--- config.mk ---
export PLATFORM = sky130hd
export DESIGN_NAME = aeqc_top
export DESIGN_NICKNAME = d
export VERILOG_FILES = /design/src/core/aeqc_pkg.sv /design/src/core/aeqc_thr_if.sv /design/src/core/aeqc_thresh.sv /design/src/core/aeqc_top.sv
export SDC_FILE = /design/constraint.sdc
export NUM_CORES = 1
export LEC_CHECK = 0
export ABC_AREA = 1
export BUFFER_PORTS_ARGS = -buffer_cell sky130_fd_sc_hd__buf_2
export CAP_MARGIN = 10
export CORE_MARGIN = 2
export CORE_UTILIZATION = 50
export CTS_CLUSTER_DIAMETER = 100
export CTS_CLUSTER_SIZE = 28
export DETAILED_ROUTE_END_ITERATION = 16
export MAX_ROUTING_LAYER = met4
export PLACE_DENSITY = 0.71
export SYNTH_ARGS = -nofsm -noshare
export SYNTH_HDL_FRONTEND = slang
export SYNTH_SLANG_ARGS = --single-unit
--- constraint.sdc ---
create_clock -name clk -period 6.5 [get_ports clk]
set_input_delay 1.625 -clock clk [delete_from_list [all_inputs] [get_ports clk]]
set_output_delay 1.625 -clock clk [all_outputs]
set_load 0.005 [all_outputs]
--- src/core/aeqc_pkg.sv ---
// Constants shared by the adaptive equalization control block.
package aeqc_pkg;
	// Register offsets
	localparam logic [7:0] ADDR_STAT1 = 8'h3B;
	localparam logic [7:0] ADDR_STAT2 = 8'h3C;
	localparam logic [7:0] ADDR_AUX2 = 8'h51;
	localparam logic [7:0] ADDR_AUX3 = 8'h52;
	localparam logic [7:0] ADDR_CTRL = 8'h60;
	localparam logic [7:0] ADDR_SHORT1 = 8'h61;
	localparam logic [7:0] ADDR_SHORT2 = 8'h62;
	localparam logic [7:0] ADDR_LONG1 = 8'h63;
	localparam logic [7:0] ADDR_LONG2 = 8'h64;
	localparam logic [7:0] ADDR_OVR = 8'h65;
	// Field positions
	localparam int MARGIN_LSB = 5;
	localparam int MARGIN_MSB = 7;
	localparam int FRAC_LSB = 0;
	localparam int FRAC_MSB = 3;
	localparam int MID_LSB = 0;
	localparam int MID_MSB = 3;
	localparam int MERGE_BIT = 4;
	localparam int CTRL_EN_BIT = 0;
	localparam int CTRL_ALG_LSB = 1;
	localparam int CTRL_ALG_MSB = 2;
	localparam int GAIN_LSB = 0;
	localparam int GAIN_MSB = 3;
	localparam int OVR_EN_BIT = 4;
	// Reset values
	localparam logic [2:0] MARGIN_RST = 3'h4;
	localparam logic [3:0] FRAC_RST = 4'h6;
	localparam logic [3:0] MID_RST = 4'h7;
	localparam logic MERGE_RST = 1'b0;
	localparam logic EN_RST = 1'b1;
	localparam logic [1:0] ALG_RST = 2'h2;
	localparam logic [3:0] GAIN_RST = 4'h0;
	localparam logic OVR_EN_RST = 1'b0;
	// Algorithm selections
	localparam logic [1:0] ALG_FAST = 2'h0;
	localparam logic [1:0] ALG_TUNED = 2'h2;
	// Search limits and scale
	localparam logic [3:0] GAIN_MIN = 4'h0;
	localparam logic [3:0] GAIN_MAX = 4'hF;
	localparam logic [3:0] SWING_MIN = 4'h0;
	localparam logic [3:0] SWING_MAX = 4'hF;
	localparam logic [7:0] HIT_SCALE = 8'h80;
	localparam int HIT_SHIFT = 7;
	// Strap level to fixed gain
	localparam logic [3:0] STRAP_GAIN [4] = '{4'h0, 4'h5, 4'hA, 4'hF};
	// Search states
	typedef enum logic [5:0] {
		ST_IDLE = 6'b000001,
		ST_CLASSIFY = 6'b000010,
		ST_CENTRE = 6'b000100,
		ST_GAIN = 6'b001000,
		ST_SWING = 6'b010000,
		ST_NEXT = 6'b100000
	} aeqc_state_t;
endpackage

--- src/core/aeqc_thr_if.sv ---
// Threshold request and result between search control and calculator.
`timescale 1ns/1ns
`default_nettype none
interface aeqc_thr_if #(parameter int HIT_W = 16);
	logic [HIT_W-1:0] centre_hit_count;
	logic [2:0] margin;
	logic [3:0] fraction;
	logic [HIT_W-1:0] gain_pass_threshold;
	logic [HIT_W-1:0] swing_pass_threshold;
	modport calc (
		input centre_hit_count,
		input margin,
		input fraction,
		output gain_pass_threshold,
		output swing_pass_threshold
	);
	modport user (
		output centre_hit_count,
		output margin,
		output fraction,
		input gain_pass_threshold,
		input swing_pass_threshold
	);
endinterface
`default_nettype wire

--- src/core/aeqc_thresh.sv ---
// Hit-count pass thresholds for the gain and swing searches.
`timescale 1ns/1ns
`default_nettype none
module aeqc_thresh #(
	parameter int HIT_W = 16
) (
	// Threshold channel
	aeqc_thr_if.calc thr
);
	import aeqc_pkg::*;

	// Centre count times factor over 128, truncated
	function automatic logic [HIT_W-1:0] scale_hits(
		input logic [HIT_W-1:0] centre,
		input logic [7:0] factor
	);
		logic [HIT_W+7:0] prod;
		prod = {8'h00, centre} * {{HIT_W{1'b0}}, factor};
		scale_hits = prod[HIT_W+HIT_SHIFT-1:HIT_SHIFT];
	endfunction

	assign thr.gain_pass_threshold = scale_hits(thr.centre_hit_count,
		HIT_SCALE - {5'h00, thr.margin});
	assign thr.swing_pass_threshold = scale_hits(thr.centre_hit_count,
		{4'h0, thr.fraction});
endmodule
`default_nettype wire

--- src/core/aeqc_top.sv ---
// Adaptive receive equalization control for two connector ports.
// Overview of operation
// - Gain search picks smallest gain with hits at least centre*(128-margin)/128.
// - Swing search picks largest swing with hits at least centre*fraction/128.
// - Gain-search margin is read/write bits 7:5, reset 4.
// - Swing fraction is read/write bits 3:0, reset 6; bit 4 reads zero.
// - Programmed thresholds apply only when algorithm select is binary 10.
// - Full adaptation runs when enabled and algorithm select is 1, 2 or 3.
// - In register mode full adaptation is active after reset.
// - In strap mode the disable strap turns full adaptation off.
// - Fast adaptation runs when enabled and algorithm select is 0.
// - Fast adaptation never runs in strap mode.
// - Fast adaptation classifies channel short or long, then applies stored gain.
// - Short channel applies the per-port short-channel gain registers.
// - Long channel applies the per-port long-channel gain registers.
// - Fixed equalization applies the strap-level gain to both ports in strap mode, each port's short-channel gain in register mode.
// - Per-port status shows full result, fast gain, fixed gain or override value.
// - Centre capture holds the midpoint gain field, reset 7, for select 2 or 3.
`timescale 1ns/1ns
`default_nettype none
module aeqc_top #(
	parameter int HIT_W = 16
) (
	// Clock and reset
	input wire logic clk,
	input wire logic rst_n,
	// Register port
	input wire logic reg_wr_en,
	input wire logic reg_rd_en,
	input wire logic [7:0] reg_addr,
	input wire logic [7:0] reg_wdata,
	output logic [7:0] reg_rdata,
	// Strap pins
	input wire logic strap_i2c_mode,
	input wire logic adapt_disable_strap,
	input wire logic [1:0] connector_rx_gain_straps,
	// Adaptation trigger
	input wire logic adapt_start,
	// Hit-count measurement
	output logic meas_req,
	output logic meas_port,
	output logic [3:0] meas_gain,
	output logic [3:0] meas_swing,
	input wire logic meas_done,
	input wire logic [HIT_W-1:0] meas_hit_count,
	// Channel classification
	output logic classify_req,
	input wire logic classify_done,
	input wire logic classify_long,
	// Applied settings and status
	output logic [3:0] port1_gain,
	output logic [3:0] port2_gain,
	output logic [3:0] port1_swing,
	output logic [3:0] port2_swing,
	output logic full_active,
	output logic fast_active,
	output logic adapt_busy,
	output logic adapt_done
);
	import aeqc_pkg::*;

	aeqc_thr_if #(.HIT_W(HIT_W)) thr ();
	aeqc_thresh #(.HIT_W(HIT_W)) u_thresh (.thr(thr));

	logic [3:0] strap_s1_reg, strap_s2_reg;
	logic [2:0] gain_search_margin_reg;
	logic [3:0] swing_search_fraction_reg, midpoint_capture_gain_reg;
	logic eq_merge_reg, adapt_enable_bit_reg, ovr_en_reg;
	logic [1:0] adapt_algorithm_select_reg;
	logic [3:0] port1_short_channel_gain_reg, port2_short_channel_gain_reg;
	logic [3:0] port1_long_channel_gain_reg, port2_long_channel_gain_reg;
	logic [3:0] gain_override_field_reg;
	aeqc_state_t state_reg;
	logic wait_reg;
	logic [HIT_W-1:0] centre_hit_count_reg;
	logic [3:0] res_gain1_reg, res_gain2_reg;
	logic i2c_mode, dis_strap, full_en, fast_en, adapt_on, hit_ok_gain;
	logic hit_ok_swing;
	logic [3:0] fixed_gain1, fixed_gain2;

	// Strap synchronisers
	always_ff @(posedge clk or negedge rst_n) begin
		if (!rst_n) begin
			strap_s1_reg <= 4'h0;
			strap_s2_reg <= 4'h0;
		end else begin
			strap_s1_reg <= {strap_i2c_mode, adapt_disable_strap,
				connector_rx_gain_straps};
			strap_s2_reg <= strap_s1_reg;
		end
	end

	assign i2c_mode = strap_s2_reg[3];
	assign dis_strap = strap_s2_reg[2];
	assign full_en = (adapt_algorithm_select_reg != ALG_FAST) &&
		(i2c_mode ? adapt_enable_bit_reg : !dis_strap);
	assign fast_en = i2c_mode && adapt_enable_bit_reg &&
		(adapt_algorithm_select_reg == ALG_FAST);
	assign adapt_on = full_en || fast_en;

	// Register writes
	always_ff @(posedge clk or negedge rst_n) begin
		if (!rst_n) begin
			gain_search_margin_reg <= MARGIN_RST;
			swing_search_fraction_reg <= FRAC_RST;
			midpoint_capture_gain_reg <= MID_RST;
			eq_merge_reg <= MERGE_RST;
			adapt_enable_bit_reg <= EN_RST;
			adapt_algorithm_select_reg <= ALG_RST;
			port1_short_channel_gain_reg <= GAIN_RST;
			port2_short_channel_gain_reg <= GAIN_RST;
			port1_long_channel_gain_reg <= GAIN_RST;
			port2_long_channel_gain_reg <= GAIN_RST;
			gain_override_field_reg <= GAIN_RST;
			ovr_en_reg <= OVR_EN_RST;
		end else if (reg_wr_en) begin
			case (reg_addr)
				ADDR_AUX3: begin
					gain_search_margin_reg <=
						reg_wdata[MARGIN_MSB:MARGIN_LSB];
					swing_search_fraction_reg <=
						reg_wdata[FRAC_MSB:FRAC_LSB];
				end
				ADDR_AUX2: begin
					midpoint_capture_gain_reg <= reg_wdata[MID_MSB:MID_LSB];
					eq_merge_reg <= reg_wdata[MERGE_BIT];
				end
				ADDR_CTRL: begin
					adapt_enable_bit_reg <= reg_wdata[CTRL_EN_BIT];
					adapt_algorithm_select_reg <=
						reg_wdata[CTRL_ALG_MSB:CTRL_ALG_LSB];
				end
				ADDR_SHORT1: port1_short_channel_gain_reg <=
					reg_wdata[GAIN_MSB:GAIN_LSB];
				ADDR_SHORT2: port2_short_channel_gain_reg <=
					reg_wdata[GAIN_MSB:GAIN_LSB];
				ADDR_LONG1: port1_long_channel_gain_reg <=
					reg_wdata[GAIN_MSB:GAIN_LSB];
				ADDR_LONG2: port2_long_channel_gain_reg <=
					reg_wdata[GAIN_MSB:GAIN_LSB];
				ADDR_OVR: begin
					gain_override_field_reg <= reg_wdata[GAIN_MSB:GAIN_LSB];
					ovr_en_reg <= reg_wdata[OVR_EN_BIT];
				end
				default: begin
				end
			endcase
		end
	end

	// Register reads, one cycle after the strobe
	always_ff @(posedge clk or negedge rst_n) begin
		if (!rst_n) begin
			reg_rdata <= 8'h00;
		end else if (reg_rd_en) begin
			case (reg_addr)
				ADDR_STAT1: reg_rdata <= {4'h0, port1_gain};
				ADDR_STAT2: reg_rdata <= {4'h0, port2_gain};
				ADDR_AUX2: reg_rdata <= {3'h0, eq_merge_reg,
					midpoint_capture_gain_reg};
				ADDR_AUX3: reg_rdata <= {gain_search_margin_reg, 1'b0,
					swing_search_fraction_reg};
				ADDR_CTRL: reg_rdata <= {5'h00, adapt_algorithm_select_reg,
					adapt_enable_bit_reg};
				ADDR_SHORT1: reg_rdata <= {4'h0, port1_short_channel_gain_reg};
				ADDR_SHORT2: reg_rdata <= {4'h0, port2_short_channel_gain_reg};
				ADDR_LONG1: reg_rdata <= {4'h0, port1_long_channel_gain_reg};
				ADDR_LONG2: reg_rdata <= {4'h0, port2_long_channel_gain_reg};
				ADDR_OVR: reg_rdata <= {3'h0, ovr_en_reg,
					gain_override_field_reg};
				default: reg_rdata <= 8'h00;
			endcase
		end
	end

	// Thresholds: programmed only for the tuned algorithm
	assign thr.centre_hit_count = centre_hit_count_reg;
	assign thr.margin = (adapt_algorithm_select_reg == ALG_TUNED) ?
		gain_search_margin_reg : MARGIN_RST;
	assign thr.fraction = (adapt_algorithm_select_reg == ALG_TUNED) ?
		swing_search_fraction_reg : FRAC_RST;
	assign hit_ok_gain = meas_hit_count >= thr.gain_pass_threshold;
	assign hit_ok_swing = meas_hit_count >= thr.swing_pass_threshold;

	// Search sequencer
	always_ff @(posedge clk or negedge rst_n) begin
		if (!rst_n) begin
			state_reg <= ST_IDLE;
			wait_reg <= 1'b0;
			meas_req <= 1'b0;
			classify_req <= 1'b0;
			meas_port <= 1'b0;
			meas_gain <= GAIN_MIN;
			meas_swing <= SWING_MAX;
			centre_hit_count_reg <= '0;
			res_gain1_reg <= GAIN_RST;
			res_gain2_reg <= GAIN_RST;
			port1_swing <= SWING_MAX;
			port2_swing <= SWING_MAX;
			adapt_busy <= 1'b0;
			adapt_done <= 1'b0;
		end else begin
			meas_req <= 1'b0;
			classify_req <= 1'b0;
			adapt_done <= 1'b0;
			if (!adapt_on && state_reg != ST_IDLE) begin
				state_reg <= ST_IDLE;
				wait_reg <= 1'b0;
				adapt_busy <= 1'b0;
			end else begin
				case (state_reg)
					ST_IDLE: begin
						if (adapt_start && adapt_on) begin
							meas_port <= 1'b0;
							adapt_busy <= 1'b1;
							state_reg <= ST_NEXT;
						end
					end
					ST_NEXT: begin
						if (fast_en) begin
							state_reg <= ST_CLASSIFY;
						end else begin
							meas_gain <= adapt_algorithm_select_reg[1] ?
								midpoint_capture_gain_reg : MID_RST;
							meas_swing <= SWING_MAX;
							state_reg <= ST_CENTRE;
						end
					end
					ST_CLASSIFY: begin
						if (!wait_reg) begin
							classify_req <= 1'b1;
							wait_reg <= 1'b1;
						end else if (classify_done) begin
							wait_reg <= 1'b0;
							if (!meas_port) begin
								res_gain1_reg <= classify_long ?
									port1_long_channel_gain_reg :
									port1_short_channel_gain_reg;
							end else begin
								res_gain2_reg <= classify_long ?
									port2_long_channel_gain_reg :
									port2_short_channel_gain_reg;
							end
							state_reg <= ST_SWING;
						end
					end
					ST_CENTRE: begin
						if (!wait_reg) begin
							meas_req <= 1'b1;
							wait_reg <= 1'b1;
						end else if (meas_done) begin
							wait_reg <= 1'b0;
							centre_hit_count_reg <= meas_hit_count;
							meas_gain <= GAIN_MIN;
							state_reg <= ST_GAIN;
						end
					end
					ST_GAIN: begin
						if (!wait_reg) begin
							meas_req <= 1'b1;
							wait_reg <= 1'b1;
						end else if (meas_done) begin
							wait_reg <= 1'b0;
							if (hit_ok_gain || meas_gain == GAIN_MAX) begin
								if (!meas_port) begin
									res_gain1_reg <= meas_gain;
								end else begin
									res_gain2_reg <= meas_gain;
								end
								state_reg <= ST_SWING;
							end else begin
								meas_gain <= meas_gain + 4'h1;
							end
						end
					end
					ST_SWING: begin
						if (fast_en) begin
							wait_reg <= 1'b0;
							state_reg <= meas_port ? ST_IDLE : ST_NEXT;
							adapt_busy <= !meas_port;
							adapt_done <= meas_port;
							meas_port <= 1'b1;
						end else if (!wait_reg) begin
							meas_req <= 1'b1;
							wait_reg <= 1'b1;
						end else if (meas_done) begin
							wait_reg <= 1'b0;
							if (hit_ok_swing || meas_swing == SWING_MIN) begin
								if (!meas_port) begin
									port1_swing <= meas_swing;
								end else begin
									port2_swing <= meas_swing;
								end
								state_reg <= meas_port ? ST_IDLE : ST_NEXT;
								adapt_busy <= !meas_port;
								adapt_done <= meas_port;
								meas_port <= 1'b1;
							end else begin
								meas_swing <= meas_swing - 4'h1;
							end
						end
					end
					default: begin
						state_reg <= ST_IDLE;
						wait_reg <= 1'b0;
						adapt_busy <= 1'b0;
					end
				endcase
			end
		end
	end

	// Fixed gain source
	assign fixed_gain1 = i2c_mode ? port1_short_channel_gain_reg :
		STRAP_GAIN[strap_s2_reg[1:0]];
	assign fixed_gain2 = i2c_mode ? port2_short_channel_gain_reg :
		STRAP_GAIN[strap_s2_reg[1:0]];

	// Applied gains and mode flags
	always_ff @(posedge clk or negedge rst_n) begin
		if (!rst_n) begin
			port1_gain <= GAIN_RST;
			port2_gain <= GAIN_RST;
			full_active <= 1'b0;
			fast_active <= 1'b0;
		end else begin
			full_active <= full_en;
			fast_active <= fast_en;
			if (ovr_en_reg) begin
				port1_gain <= gain_override_field_reg;
				port2_gain <= gain_override_field_reg;
			end else if (!adapt_on) begin
				port1_gain <= fixed_gain1;
				port2_gain <= fixed_gain2;
			end else begin
				port1_gain <= res_gain1_reg;
				port2_gain <= res_gain2_reg;
			end
		end
	end
endmodule
`default_nettype wire

==> results of run 1 <==
==> final cells by class <==
class / instances / area, um^2 / area share, %
clock inverters: 12 / 134 / 0.975
multi-input cells: 1124 / 7980 / 58.1
inverters: 297 / 1120 / 8.14
repair buffers: 128 / 774 / 5.64
clock buffers: 20 / 447 / 3.25
flip-flops and latches: 114 / 2880 / 21.0
well taps: 319 / 399 / 2.91
==> per-layer routing <==
metal,vias up,track usage (%),wire length [um]
li1,5144,-,-
met1,5092,36.9,13900
met2,382,44.1,15200
met3,58,4.38,1990
met4,0,8.18,603
met5,-,-,0
==> stage by stage <==
stage	std cells	hold WS (ns)	setup TNS [ns]	area [um^2]	utilization (%)
2_1_floorplan	1565	0.331	0	11800	-
3_3_place_gp	1978	0.333	-0.146	12800	54.9
3_5_place_dp	1978	0.341	-1.13	12800	54.9
4_1_cts	2010	0.354	0	13400	57.6
5_1_grt	2014	0.357	-0.358	13700	59.0
6_report	2014	0.349	0	13700	59.0
==> Yosys cell counts, drive strengths merged <==
cell,instances
nand2,397
nor2,166
xnor2,13
buf,9
o21bai,5
a21boi,4
xor2,14
o21ai,108
or2,3
o21a,4
clkinv,2
nor4,4
a21o,4
o211ai,6
a31oi,3
fa,107
ha,96
nand4,12
o221ai,6
nor3,20
dfrtp,93
o22ai,11
nand3b,6
a211oi,5
nand3,47
dfstp,21
o31ai,5
a21oi,76
inv,295
clkbuf,21
o2111ai,1
a31o,1
==> cell families (layout without fill, tap and decap cells) <==
group	count (synthesis)	after routing	share of synthesized area, %
AND/OR/NAND/NOR	655	655	23.1
buffers and inverters	327	457	10.6
AO/OA/AOI/OAI	239	239	11.5
adder cells (fa/ha/maj)	203	203	28.4
flip-flops	114	114	24.5
XOR/XNOR	27	27	2.01
==> layout by cell type (no fill, tap or decap), types with 10 or more instances in the layout <==
cell,synthesis,layout
ha_1,96,87
xor2_1,14,14
nor3_1,18,16
o21ai_1,4,10
buf_2,7,81
clkbuf_16,0,17
nand3_1,45,44
inv_1,293,290
dfrtp_1,93,92
buf_4,0,45
a21oi_2,1,11
o22ai_1,11,11
nor2_2,2,12
fa_1,107,107
nand2_2,5,24
a21oi_1,75,65
nor2_4,3,10
dfstp_2,21,21
nand4_1,10,10
nand2_1,391,370
nor2_1,160,143
o21ai_0,100,93
xnor2_1,13,12
==> critical path, delay by kind of cell, from the launching register on <==
kind | cells | cell delay [ns]
adder cells (fa/ha/maj) | 8 | 3.16
AO/OA/AOI/OAI | 2 | 0.31
AND/OR/NAND/NOR | 15 | 1.31
flip-flops | 1 | 0.54
buffers and inverters | 9 | 0.81
==> what timing repair did <==
item / in CTS / in global routing
gates resized for setup: 9 / 84
setup buffers: 0 / 4
pin swaps: 0 / 33
endpoints found under the setup margin: 16 / 16
==> worst paths after layout <==
kind / to / slack, ns / cells after the start
worst max-delay path: res_gain1_reg[3]$_DFFE_PN0P_ / 0.30 / 34
worst min-delay path: strap_s2_reg[0]$_DFF_PN0_ / 0.35 / 0
worst max register to register: res_gain1_reg[3]$_DFFE_PN0P_ / 0.30 / 34
worst min register to register: strap_s2_reg[0]$_DFF_PN0_ / 0.35 / 0
max in group asynchronous: centre_hit_count_reg[11]$_DFFE_PN0P_ / 4.05 / 2
min in group asynchronous: port2_short_channel_gain_reg[2]$_DFFE_PN0P_ / 1.26 / 1
==> power groups by stage <==
stage,logic [mW],registers (mW),clock network (mW)
after global placement,2.77,0.853,0
final,3.27,0.845,0.926
after floorplan,2.06,0.841,0
after detailed placement,2.83,0.852,0
after CTS,2.87,0.843,0.939
after global routing,3.71,0.851,0.970
==> impl_results.html, run 1 <==
<table>
<tr><th>Metric</th><th>Value</th></tr>
<tr><th colspan="2">Routing</th></tr>
<tr><td>Initial detailed-routing violation count</td><td>~700</td></tr>
<tr><td>Wire length per cell after detailed routing</td><td>15.7 um</td></tr>
<tr><td>Via count</td><td>~11k</td></tr>
<tr><td>Antenna-violating nets left</td><td>0</td></tr>
<tr><td>Post-DR vias/cell</td><td>5.30</td></tr>
<tr><td>DRC viols</td><td>0</td></tr>
<tr><td>Final routed wirelength across all metal layers</td><td>31700 um</td></tr>
<tr><td>DR pass1 iterations</td><td>5</td></tr>
<tr><th colspan="2">Setup path</th></tr>
<tr><td>Type of element capturing the critical path</td><td>flop</td></tr>
<tr><td>Type of the worst setup path</td><td>reg -&gt; reg</td></tr>
<tr><td>Maximum fanout along the worst path</td><td>5</td></tr>
<tr><td>Delay of the slowest critical-path stage</td><td>around 0.57 ns</td></tr>
<tr><td>Reg-to-reg critical path startpoint</td><td>adapt_algorithm_select_reg[1]$_DFFE_PN1P_</td></tr>
<tr><td>Required time worst endpoint</td><td>roughly 7 ns</td></tr>
<tr><td>Sort of element at the start of the critical path</td><td>flop</td></tr>
<tr><td>CP max stage cell</td><td>fa_1</td></tr>
<tr><td>Most common cell type on the critical path</td><td>nand2_1</td></tr>
<tr><td>Worst setup startpoint</td><td>adapt_algorithm_select_reg[1]$_DFFE_PN1P_</td></tr>
<tr><td>Data arrival time at the worst-slack endpoint</td><td>~6.6 ns</td></tr>
<tr><th colspan="2">Power and ir drop</th></tr>
<tr><td>Largest vdd supply drop</td><td>between 0.3 and 0.4 mV</td></tr>
<tr><td>Power Internal</td><td>approximately 2.7 mW</td></tr>
<tr><td>NetSw</td><td>2.33 mW</td></tr>
<tr><td>Share of power burned in combinational logic</td><td>64.9%</td></tr>
<tr><td>Sequential group share of total power</td><td>16.7%</td></tr>
<tr><td>Total leakage power</td><td>approximately 7.3 nW</td></tr>
<tr><td>Overall power of the completed layout</td><td>around 5 mW</td></tr>
<tr><td>Power per Cell Area</td><td>around 370 nW/um^2</td></tr>
<tr><td>Switching share of total power</td><td>46.3%</td></tr>
<tr><td>Clock power share</td><td>around 18%</td></tr>
<tr><th colspan="2">Global routing</th></tr>
<tr><td>Grt total ovfl</td><td>0</td></tr>
<tr><td>Wire length of the first global-routing pass</td><td>52500 um</td></tr>
<tr><td>Pin count of the biggest net entering global routing</td><td>59</td></tr>
<tr><td>Overall global routing resource usage</td><td>between 20% and 30%</td></tr>
<tr><td>Antenna violations before repair</td><td>1</td></tr>
<tr><td>Number of global-route vias before repair</td><td>about 11k</td></tr>
<tr><th colspan="2">Floorplan</th></tr>
<tr><td>Initial Util</td><td>about half</td></tr>
<tr><td>Core box area</td><td>23300 um^2</td></tr>
<tr><td>Top-Level Pins</td><td>83</td></tr>
<tr><td>Die Span X</td><td>between 150 and 200 um</td></tr>
<tr><td>Floorplan die area</td><td>roughly 25000 um^2</td></tr>
<tr><td>Die Y</td><td>between 150 and 200 um</td></tr>
<tr><td>Number of placement rows</td><td>56</td></tr>
<tr><th colspan="2">Job</th></tr>
<tr><td>Count of max-cap constraint violations</td><td>0</td></tr>
<tr><th colspan="2">STA</th></tr>
<tr><td>Minimum period implied by the final worst setup slack</td><td>6.20 ns</td></tr>
<tr><td>Crit path setup slack, layout</td><td>between 0.2 and 0.3 ns</td></tr>
<tr><td>RSZ-0062 raised after global routing</td><td>yes</td></tr>
<tr><td>Final critical-path share of the clock period</td><td>95.4%</td></tr>
<tr><td>Worst slew margin</td><td>33.4%</td></tr>
<tr><td>Worst Max-Slew Pin Slew</td><td>0.997 ns</td></tr>
<tr><td>Slew Limit Fails</td><td>0</td></tr>
<tr><td>Number of failing hold endpoints at the final stage</td><td>0</td></tr>
<tr><td>Maximum clock frequency</td><td>161 MHz</td></tr>
<tr><td>Max Clock Skew</td><td>between 0.006 and 0.007 ns</td></tr>
<tr><td>Setup violators final</td><td>0</td></tr>
<tr><th colspan="2">Synthesis</th></tr>
<tr><td>Number of warnings printed during yosys synthesis</td><td>0</td></tr>
<tr><td>Sequential fraction of the synthesis area</td><td>around a quarter</td></tr>
<tr><td>Main area contributors after synthesis</td><td>dfrtp_1, fa_1, nand2_1</td></tr>
<tr><td>#FFs+latches synth</td><td>114</td></tr>
<tr><td>Synthesized Nets</td><td>around 1.8k</td></tr>
<tr><td>Share of the synthesized area in the top cell type</td><td>19.8%</td></tr>
<tr><td>Count of different cell masters after synthesis</td><td>around 50</td></tr>
<tr><td>Post-synthesis cell type with the largest combined area</td><td>dfrtp_1</td></tr>
<tr><td>Mean area per synthesized cell</td><td>between 7 and 8 um^2</td></tr>
<tr><td>Cell area after synthesis</td><td>11800 um^2</td></tr>
<tr><td>Post-Synthesis Cells</td><td>1565</td></tr>
<tr><th colspan="2">Placement</th></tr>
<tr><td>Placed wire-length estimate after detailed placement</td><td>about 26000 um</td></tr>
<tr><td>Placer Congestion</td><td>between 0.9 and 1</td></tr>
<tr><td>Post-Place Setup Slack</td><td>-0.101 ns</td></tr>
<tr><td>Number of buffers inserted by port buffering</td><td>between 80 and 90</td></tr>
<tr><th colspan="2">Clock network</th></tr>
<tr><td>Clock-pin transition on the worst setup and hold timing paths</td><td>approximately 0.060 ns</td></tr>
<tr><td>Hold-fix buffers, CTS</td><td>0</td></tr>
<tr><td>Latest clock arrival within the worst-skew pair</td><td>around 0.42 ns</td></tr>
<tr><td>Number of sinks on the clock net</td><td>approximately 110</td></tr>
<tr><td>CTS tree</td><td>yes</td></tr>
<tr><td>Clock root cell</td><td>clkbuf_16</td></tr>
<tr><td>Total number of H-tree levels</td><td>4</td></tr>
<tr><td>Max clock buf depth</td><td>2</td></tr>
<tr><td>Number of buffers created by CTS</td><td>17</td></tr>
<tr><th colspan="2">Layout</th></tr>
<tr><td>Filler Cell Count</td><td>2173</td></tr>
<tr><td>Fraction of layout instances using a drive strength above 1</td><td>around 16%</td></tr>
<tr><td>Area grow syn2layout</td><td>16.7%</td></tr>
<tr><td>N_diodes</td><td>0</td></tr>
<tr><td>Flip-flop count of the largest register, all copies and words added</td><td>16</td></tr>
<tr><td>Nets</td><td>approximately 1.9k</td></tr>
<tr><th colspan="2">Status</th></tr>
<tr><td>Result of the run</td><td>finished clean</td></tr>
<tr><th colspan="2">Worst hold path</th></tr>
<tr><td>Classification of the worst-slack hold path</td><td>reg -&gt; reg</td></tr>
<tr><td>Hold Path Origin</td><td>strap_s1_reg[0]$_DFF_PN0_</td></tr>
</table>
Note: power is estimated with default switching activity, not from simulation.
==> run 2: changes to the inputs <==
--- a/config.mk
+++ b/config.mk
@@ -9,12 +9,11 @@
 export BUFFER_PORTS_ARGS = -buffer_cell sky130_fd_sc_hd__buf_2
 export CAP_MARGIN = 10
 export CORE_MARGIN = 2
-export CORE_UTILIZATION = 50
+export CORE_UTILIZATION = 45
 export CTS_CLUSTER_DIAMETER = 100
 export CTS_CLUSTER_SIZE = 28
 export DETAILED_ROUTE_END_ITERATION = 16
 export MAX_ROUTING_LAYER = met4
-export PLACE_DENSITY = 0.71
 export SYNTH_ARGS = -nofsm -noshare
 export SYNTH_HDL_FRONTEND = slang
 export SYNTH_SLANG_ARGS = --single-unit
==> run 2 against run 1 <==
  * Final cell count increased by 0.20%
  * Via count fell by 1.6%
  * Clock skew grew 0.0036 ns
  * Non-clock buffer count down 13
  * Final area down 0.23%
  * Wire length grew 3.5%
==> impl_results.html, run 2 (synthesized netlist as in run 1, its figures left out) <==
<table>
<tr><th>Metric</th><th>Value</th></tr>
<tr><th colspan="2">Layout</th></tr>
<tr><td>Nets</td><td>1916</td></tr>
<tr><td>Register Area</td><td>about 2900 um^2</td></tr>
<tr><td>Filler Cell Count</td><td>about 2.6k</td></tr>
<tr><td>Area grow syn2layout</td><td>16.4%</td></tr>
<tr><td>Final Cell Area</td><td>roughly 14000 um^2</td></tr>
<tr><td>Fraction of layout instances using a drive strength above 1</td><td>around 15%</td></tr>
<tr><td>Number of standard cells in the final layout excluding fillers</td><td>between 2k and 2.5k</td></tr>
<tr><td>Post-layout utilization of the core</td><td>between 50 and 60%</td></tr>
<tr><td>Combined area of the multi-input logic cells</td><td>around 8000 um^2</td></tr>
<tr><td>Leading cell types in the layout, fill and taps excluded</td><td>nand2_1, inv_1, nor2_1</td></tr>
<tr><td>Commonest non-fill, non-tap cell in the layout</td><td>nand2_1</td></tr>
<tr><td>Flip-flop count of the largest register, all copies and words added</td><td>16</td></tr>
<tr><th colspan="2">STA</th></tr>
<tr><td>Worst slew margin</td><td>a little under a third</td></tr>
<tr><td>Worst Max-Slew Pin Slew</td><td>1.02 ns</td></tr>
<tr><td>Setup tns final</td><td>0 ns</td></tr>
<tr><td>Number of failing hold endpoints at the final stage</td><td>0</td></tr>
<tr><td>Slew Limit Fails</td><td>0</td></tr>
<tr><td>Max Clock Skew</td><td>between 0.01 and 0.015 ns</td></tr>
<tr><td>Setup violators final</td><td>0</td></tr>
<tr><td>Minimum period implied by the final worst setup slack</td><td>just over 6 ns</td></tr>
<tr><td>Maximum clock frequency</td><td>~160 MHz</td></tr>
<tr><td>Final critical-path share of the clock period</td><td>between 90 and 100%</td></tr>
<tr><th colspan="2">Routing</th></tr>
<tr><td>Post-DR vias/cell</td><td>between 5 and 6</td></tr>
<tr><td>Initial detailed-routing violation count</td><td>just over 700</td></tr>
<tr><td>Wire length per cell after detailed routing</td><td>about 16 um</td></tr>
<tr><td>DR pass1 iterations</td><td>7</td></tr>
<tr><td>Via count</td><td>between 10k and 15k</td></tr>
<tr><td>Antenna-violating nets left</td><td>0</td></tr>
<tr><td>DRC viols</td><td>0</td></tr>
<tr><td>Final routed wirelength across all metal layers</td><td>approximately 33000 um</td></tr>
<tr><th colspan="2">Placement</th></tr>
<tr><td>Placed wire-length estimate after detailed placement</td><td>26400 um</td></tr>
<tr><td>Number of buffers inserted by port buffering</td><td>82</td></tr>
<tr><td>Area after detailed placement</td><td>roughly 13000 um^2</td></tr>
<tr><td>Post-Place Cells</td><td>approximately 2.0k</td></tr>
<tr><td>Placer Congestion</td><td>around 0.92</td></tr>
<tr><th colspan="2">Setup path</th></tr>
<tr><td>End of the critical path</td><td>meas_gain[3]$_DFFE_PN0P_</td></tr>
<tr><td>Reg-to-reg critical path startpoint</td><td>adapt_algorithm_select_reg[1]$_DFFE_PN1P_</td></tr>
<tr><td>Crit path depth</td><td>29</td></tr>
<tr><td>Maximum fanout along the worst path</td><td>16</td></tr>
<tr><td>Worst reg2reg setup slack</td><td>between 0.3 and 0.4 ns</td></tr>
<tr><td>Worst setup startpoint</td><td>adapt_algorithm_select_reg[1]$_DFFE_PN1P_</td></tr>
<tr><td>Type of the worst setup path</td><td>reg -&gt; reg</td></tr>
<tr><td>Sort of element at the start of the critical path</td><td>flop</td></tr>
<tr><td>Number of buffers and inverters on the critical path</td><td>5</td></tr>
<tr><td>CP max stage cell</td><td>fa_1</td></tr>
<tr><td>Required time worst endpoint</td><td>around 6.8 ns</td></tr>
<tr><td>Type of element capturing the critical path</td><td>flop</td></tr>
<tr><td>Data arrival time at the worst-slack endpoint</td><td>~6.5 ns</td></tr>
<tr><td>Most common cell type on the critical path</td><td>nand2_1</td></tr>
<tr><td>Worst r2r dst</td><td>meas_gain[3]$_DFFE_PN0P_</td></tr>
<tr><td>Worst Reg-to-Reg Cells</td><td>29</td></tr>
<tr><td>Dominant delay contributor by cell family on the critical path</td><td>adder cells</td></tr>
<tr><td>Delay of the slowest critical-path stage</td><td>just under 0.6 ns</td></tr>
<tr><th colspan="2">Floorplan</th></tr>
<tr><td>Number of placement rows</td><td>59</td></tr>
<tr><td>Floorplan die area</td><td>approximately 27000 um^2</td></tr>
<tr><td>Initial Util</td><td>a little under half</td></tr>
<tr><td>Die Y</td><td>around 170 um</td></tr>
<tr><td>Die Span X</td><td>around 170 um</td></tr>
<tr><td>Top-Level Pins</td><td>83</td></tr>
<tr><td>Core box area</td><td>roughly 26000 um^2</td></tr>
<tr><th colspan="2">Global routing</th></tr>
<tr><td>Number of global-route vias before repair</td><td>around 11k</td></tr>
<tr><td>Wire length of the first global-routing pass</td><td>between 50000 and 60000 um</td></tr>
<tr><td>Antenna violations before repair</td><td>1</td></tr>
<tr><td>Overall global routing resource usage</td><td>between 20 and 30%</td></tr>
<tr><td>Grt total ovfl</td><td>0</td></tr>
<tr><td>Pin count of the biggest net entering global routing</td><td>70</td></tr>
<tr><th colspan="2">Clock network</th></tr>
<tr><td>Post-CTS repair timing setup buffer count</td><td>0</td></tr>
<tr><td>Hold-fix buffers, CTS</td><td>0</td></tr>
<tr><td>Max clock buf depth</td><td>2</td></tr>
<tr><td>Clock-pin transition on the worst setup and hold timing paths</td><td>roughly 0.050 ns</td></tr>
<tr><td>CTS tree</td><td>yes</td></tr>
<tr><td>Number of buffers created by CTS</td><td>17</td></tr>
<tr><td>Clock root cell</td><td>clkbuf_16</td></tr>
<tr><td>Latest clock arrival within the worst-skew pair</td><td>around 0.43 ns</td></tr>
<tr><td>Number of sinks on the clock net</td><td>around 110</td></tr>
<tr><td>Total number of H-tree levels</td><td>4</td></tr>
<tr><th colspan="2">Worst hold path</th></tr>
<tr><td>Classification of the worst-slack hold path</td><td>reg -&gt; reg</td></tr>
<tr><td>Cell count of the worst hold path</td><td>0</td></tr>
<tr><th colspan="2">Job</th></tr>
<tr><td>Count of max-cap constraint violations</td><td>0</td></tr>
<tr><th colspan="2">Power and ir drop</th></tr>
<tr><td>Overall power of the completed layout</td><td>4.98 mW</td></tr>
<tr><td>Power per Cell Area</td><td>between 300 and 400 nW/um^2</td></tr>
<tr><td>Largest vdd supply drop</td><td>between 0.2 and 0.25 mV</td></tr>
<tr><td>Total leakage power</td><td>around 7.3 nW</td></tr>
<tr><th colspan="2">Status</th></tr>
<tr><td>Result of the run</td><td>finished clean</td></tr>
</table>
-- run 2: metrics by stage --
step                      hold WS (ns)  setup WS [ns]
after global placement           0.333        0.00335
final                            0.348          0.338
after floorplan                  0.331         0.0245
after detailed placement         0.337        -0.0694
after global routing             0.353        -0.0536
after CTS                        0.350         0.0142
-- run 2: layout make-up --
cell class,count,area share (%)
antenna,1,0.0183
clock buffer,20,3.26
clock inverter,12,0.977
inverter,297,8.14
multi-input combinational,1124,58.4
sequential,114,21.0
tap,335,3.06
timing repair buffer,115,5.09
-- run 2: worst min-delay path by stage --
stage          slack (ns)                 startpoint                        end
3_5_place_dp         0.34  strap_s1_reg[1]$_DFF_PN0_  strap_s2_reg[1]$_DFF_PN0_
2_1_floorplan        0.33  strap_s1_reg[0]$_DFF_PN0_  strap_s2_reg[0]$_DFF_PN0_
3_3_place_gp         0.33  strap_s1_reg[1]$_DFF_PN0_  strap_s2_reg[1]$_DFF_PN0_
6_report             0.35  strap_s1_reg[1]$_DFF_PN0_  strap_s2_reg[1]$_DFF_PN0_
4_1_cts              0.35  strap_s1_reg[1]$_DFF_PN0_  strap_s2_reg[1]$_DFF_PN0_
5_1_grt              0.35  strap_s1_reg[1]$_DFF_PN0_  strap_s2_reg[1]$_DFF_PN0_
-- run 2: per-layer routing --
metal	part of all wire, %	wire length, um	track usage, %	vias up
li1	-	-	-	5130
met1	45	14800	33.3	5059
met2	48	15700	41.4	258
met3	4.5	1480	3.10	58
met4	2.3	769	6.58	0
met5	0	0	-	-
-- run 2: timing repair --
action,4_1_cts,5_1_grt
endpoints found under the setup margin,16,16
pin swaps,0,34
resized for setup,12,76
-- run 2: power breakdown --
| group | total (mW) | internal (mW) | switching (mW) |
|---|---|---|---|
| registers | 0.846 | 0.784 | 0.0623 |
| clock network | 0.928 | 0.574 | 0.353 |
| logic | 3.21 | 1.32 | 1.89 |
==> run 3: changes to the inputs <==
--- a/config.mk
+++ b/config.mk
@@ -8,8 +8,8 @@
 export ABC_AREA = 1
 export BUFFER_PORTS_ARGS = -buffer_cell sky130_fd_sc_hd__buf_2
 export CAP_MARGIN = 10
-export CORE_MARGIN = 2
-export CORE_UTILIZATION = 45
+export CORE_MARGIN = 8
+export CORE_UTILIZATION = 35
 export CTS_CLUSTER_DIAMETER = 100
 export CTS_CLUSTER_SIZE = 28
 export DETAILED_ROUTE_END_ITERATION = 16
==> run 3 against run 2 <==
  * Combinational power grew 5%
  * Register-to-register slack lost 0.07 ns
  * Final cell count grew 6.3%
  * Clock skew grew 0.013 ns
  * Fmax shrank 1.1%
  * Largest cell class unchanged
  * Critical path depth grew 3
  * Clock power grew 3.7%
  * Wire length grew 5.1%
==> impl_results.html, run 3 (synthesized netlist as in run 1, its figures left out) <==
<table>
<tr><th>Metric</th><th>Value</th></tr>
<tr><th colspan="2">Routing</th></tr>
<tr><td>Final routed wirelength across all metal layers</td><td>between 30000 and 40000 um</td></tr>
<tr><td>Post-DR vias/cell</td><td>slightly below 5</td></tr>
<tr><td>DRC viols</td><td>0</td></tr>
<tr><td>DR pass1 iterations</td><td>5</td></tr>
<tr><td>Via count</td><td>approximately 11k</td></tr>
<tr><td>Initial detailed-routing violation count</td><td>between 700 and 800</td></tr>
<tr><td>Wire length per cell after detailed routing</td><td>between 15 and 20 um</td></tr>
<tr><td>Antenna-violating nets left</td><td>0</td></tr>
<tr><th colspan="2">Setup path</th></tr>
<tr><td>Maximum fanout along the worst path</td><td>7</td></tr>
<tr><td>Worst r2r dst</td><td>state_reg[2]$_DFFE_PN0P_</td></tr>
<tr><td>Worst Reg-to-Reg Cells</td><td>32</td></tr>
<tr><td>Data arrival time at the worst-slack endpoint</td><td>approximately 6.6 ns</td></tr>
<tr><td>Reg-to-reg critical path startpoint</td><td>adapt_algorithm_select_reg[1]$_DFFE_PN1P_</td></tr>
<tr><td>Dominant delay contributor by cell family on the critical path</td><td>adder cells</td></tr>
<tr><td>Type of the worst setup path</td><td>reg -&gt; reg</td></tr>
<tr><td>Required time worst endpoint</td><td>6.86 ns</td></tr>
<tr><td>Most common cell type on the critical path</td><td>nand2_1</td></tr>
<tr><td>Sort of element at the start of the critical path</td><td>flop</td></tr>
<tr><td>Worst reg2reg setup slack</td><td>~0.27 ns</td></tr>
<tr><td>Number of buffers and inverters on the critical path</td><td>6</td></tr>
<tr><td>Delay of the slowest critical-path stage</td><td>around 0.56 ns</td></tr>
<tr><td>CP max stage cell</td><td>dfstp_2</td></tr>
<tr><td>Type of element capturing the critical path</td><td>flop</td></tr>
<tr><th colspan="2">Worst hold path</th></tr>
<tr><td>Destination of the worst hold path</td><td>strap_s2_reg[1]$_DFF_PN0_</td></tr>
<tr><td>Hold Path Origin</td><td>strap_s1_reg[1]$_DFF_PN0_</td></tr>
<tr><td>Cell count of the worst hold path</td><td>0</td></tr>
<tr><td>Classification of the worst-slack hold path</td><td>reg -&gt; reg</td></tr>
<tr><th colspan="2">Global routing</th></tr>
<tr><td>Wire length of the first global-routing pass</td><td>approximately 56000 um</td></tr>
<tr><td>Number of global-route vias before repair</td><td>approximately 11k</td></tr>
<tr><td>Overall global routing resource usage</td><td>between 15 and 20%</td></tr>
<tr><td>Pin count of the biggest net entering global routing</td><td>66</td></tr>
<tr><td>Antenna violations before repair</td><td>0</td></tr>
<tr><td>Grt total ovfl</td><td>0</td></tr>
<tr><th colspan="2">Floorplan</th></tr>
<tr><td>Die Y</td><td>199 um</td></tr>
<tr><td>Top-Level Pins</td><td>slightly above 80</td></tr>
<tr><td>Core box area</td><td>between 30000 and 40000 um^2</td></tr>
<tr><td>Die Span X</td><td>~200 um</td></tr>
<tr><td>Initial Util</td><td>35.3%</td></tr>
<tr><td>Floorplan die area</td><td>39800 um^2</td></tr>
<tr><td>Number of placement rows</td><td>67</td></tr>
<tr><th colspan="2">STA</th></tr>
<tr><td>Slew Limit Fails</td><td>0</td></tr>
<tr><td>Worst slew margin</td><td>32.4%</td></tr>
<tr><td>Number of failing hold endpoints at the final stage</td><td>0</td></tr>
<tr><td>Worst hold slack across all endpoints</td><td>around 0.35 ns</td></tr>
<tr><td>Setup tns final</td><td>0 ns</td></tr>
<tr><td>Minimum period implied by the final worst setup slack</td><td>slightly above 6 ns</td></tr>
<tr><td>Final critical-path share of the clock period</td><td>95.8%</td></tr>
<tr><td>Worst Max-Slew Pin Slew</td><td>approximately 1 ns</td></tr>
<tr><td>Crit path setup slack, layout</td><td>~0.27 ns</td></tr>
<tr><td>Maximum clock frequency</td><td>roughly 160 MHz</td></tr>
<tr><td>Setup violators final</td><td>0</td></tr>
<tr><td>Max Clock Skew</td><td>0.0238 ns</td></tr>
<tr><th colspan="2">Clock network</th></tr>
<tr><td>Clock-pin transition on the worst setup and hold timing paths</td><td>roughly 0.07 ns</td></tr>
<tr><td>Latest clock arrival within the worst-skew pair</td><td>0.43 ns</td></tr>
<tr><td>CTS tree</td><td>yes</td></tr>
<tr><td>Total number of H-tree levels</td><td>4</td></tr>
<tr><td>Max clock buf depth</td><td>2</td></tr>
<tr><td>Number of buffers created by CTS</td><td>17</td></tr>
<tr><td>Clock root cell</td><td>clkbuf_16</td></tr>
<tr><td>Number of sinks on the clock net</td><td>~110</td></tr>
<tr><th colspan="2">Power and ir drop</th></tr>
<tr><td>Overall power of the completed layout</td><td>between 5 and 6 mW</td></tr>
<tr><td>Power per Cell Area</td><td>between 300 and 400 nW/um^2</td></tr>
<tr><td>Largest vdd supply drop</td><td>between 0.3 and 0.4 mV</td></tr>
<tr><td>Total leakage power</td><td>roughly 7.4 nW</td></tr>
<tr><th colspan="2">Layout</th></tr>
<tr><td>Nets</td><td>approximately 1.9k</td></tr>
<tr><td>Number of standard cells in the final layout excluding fillers</td><td>2145</td></tr>
<tr><td>Final Cell Area</td><td>~14000 um^2</td></tr>
<tr><td>Post-layout utilization of the core</td><td>approximately 42%</td></tr>
<tr><td>N_diodes</td><td>0</td></tr>
<tr><td>Area grow syn2layout</td><td>19.4%</td></tr>
<tr><td>Commonest non-fill, non-tap cell in the layout</td><td>nand2_1</td></tr>
<tr><td>Flip-flop count of the largest register, all copies and words added</td><td>16</td></tr>
<tr><td>Leading cell types in the layout, fill and taps excluded</td><td>nand2_1, inv_1, nor2_1</td></tr>
<tr><td>Fraction of layout instances using a drive strength above 1</td><td>about 18%</td></tr>
<tr><td>Filler Cell Count</td><td>3450</td></tr>
<tr><th colspan="2">Placement</th></tr>
<tr><td>Area after detailed placement</td><td>between 10000 and 15000 um^2</td></tr>
<tr><td>Number of buffers inserted by port buffering</td><td>~80</td></tr>
<tr><td>Placer Congestion</td><td>about 0.99</td></tr>
<tr><td>Placed wire-length estimate after detailed placement</td><td>between 20000 and 30000 um</td></tr>
<tr><td>Post-Place Cells</td><td>approximately 2.1k</td></tr>
<tr><td>Post-Place Setup Slack</td><td>-0.0486 ns</td></tr>
<tr><th colspan="2">Status</th></tr>
<tr><td>Result of the run</td><td>finished clean</td></tr>
<tr><th colspan="2">Job</th></tr>
<tr><td>Count of max-cap constraint violations</td><td>0</td></tr>
</table>
[run 3: cell type report]
cell class | count | area, um^2 | share of cell area [%]
inverter | 297 | 1120 | 7.96
tap | 448 | 561 | 3.99
clock inverter | 14 | 155 | 1.10
clock buffer | 18 | 429 | 3.05
sequential | 114 | 2880 | 20.5
timing repair buffer | 130 | 785 | 5.58
multi-input combinational | 1124 | 8130 | 57.8
[run 3: per-layer routing]
metal	track usage (%)	up-vias	routed length, um
met5	-	-	0
met4	6.21	0	1090
met3	2.43	80	1610
met2	30.7	329	16500
met1	22.4	5078	15300
li1	-	5143	-
[run 3: worst max path at each step]
stage | from | end | slack, ns | cells past startpoint
2_1_floorplan | adapt_algorithm_select_reg[1]$_DFFE_PN1P_ | meas_gain[3]$_DFFE_PN0P_ | 0.02 | 37
3_3_place_gp | adapt_algorithm_select_reg[1]$_DFFE_PN1P_ | meas_gain[3]$_DFFE_PN0P_ | 0.02 | 30
3_5_place_dp | adapt_algorithm_select_reg[1]$_DFFE_PN1P_ | meas_gain[0]$_DFFE_PN0P_ | -0.05 | 30
4_1_cts | adapt_algorithm_select_reg[1]$_DFFE_PN1P_ | meas_gain[0]$_DFFE_PN0P_ | 0.06 | 32
5_1_grt | adapt_algorithm_select_reg[1]$_DFFE_PN1P_ | state_reg[3]$_DFFE_PN0P_ | -0.03 | 32
6_report | adapt_algorithm_select_reg[1]$_DFFE_PN1P_ | state_reg[2]$_DFFE_PN0P_ | 0.27 | 32
[run 3: timing repair]
| item | in CTS | in global routing |
|---|---|---|
| pin swaps | 0 | 59 |
| hold buffers | 0 | 0 |
| resized for setup | 6 | 113 |
| hold endpoints to repair | 0 | 0 |
| setup endpoints to repair | 16 | 16 |
| setup buffers | 0 | 9 |
[run 3: power by group]
part / internal [mW] / switching, mW / leakage (nW)
registers: 0.784 / 0.0630 / 1.36
clock network: 0.570 / 0.393 / 0.281
logic: 1.38 / 1.98 / 5.75
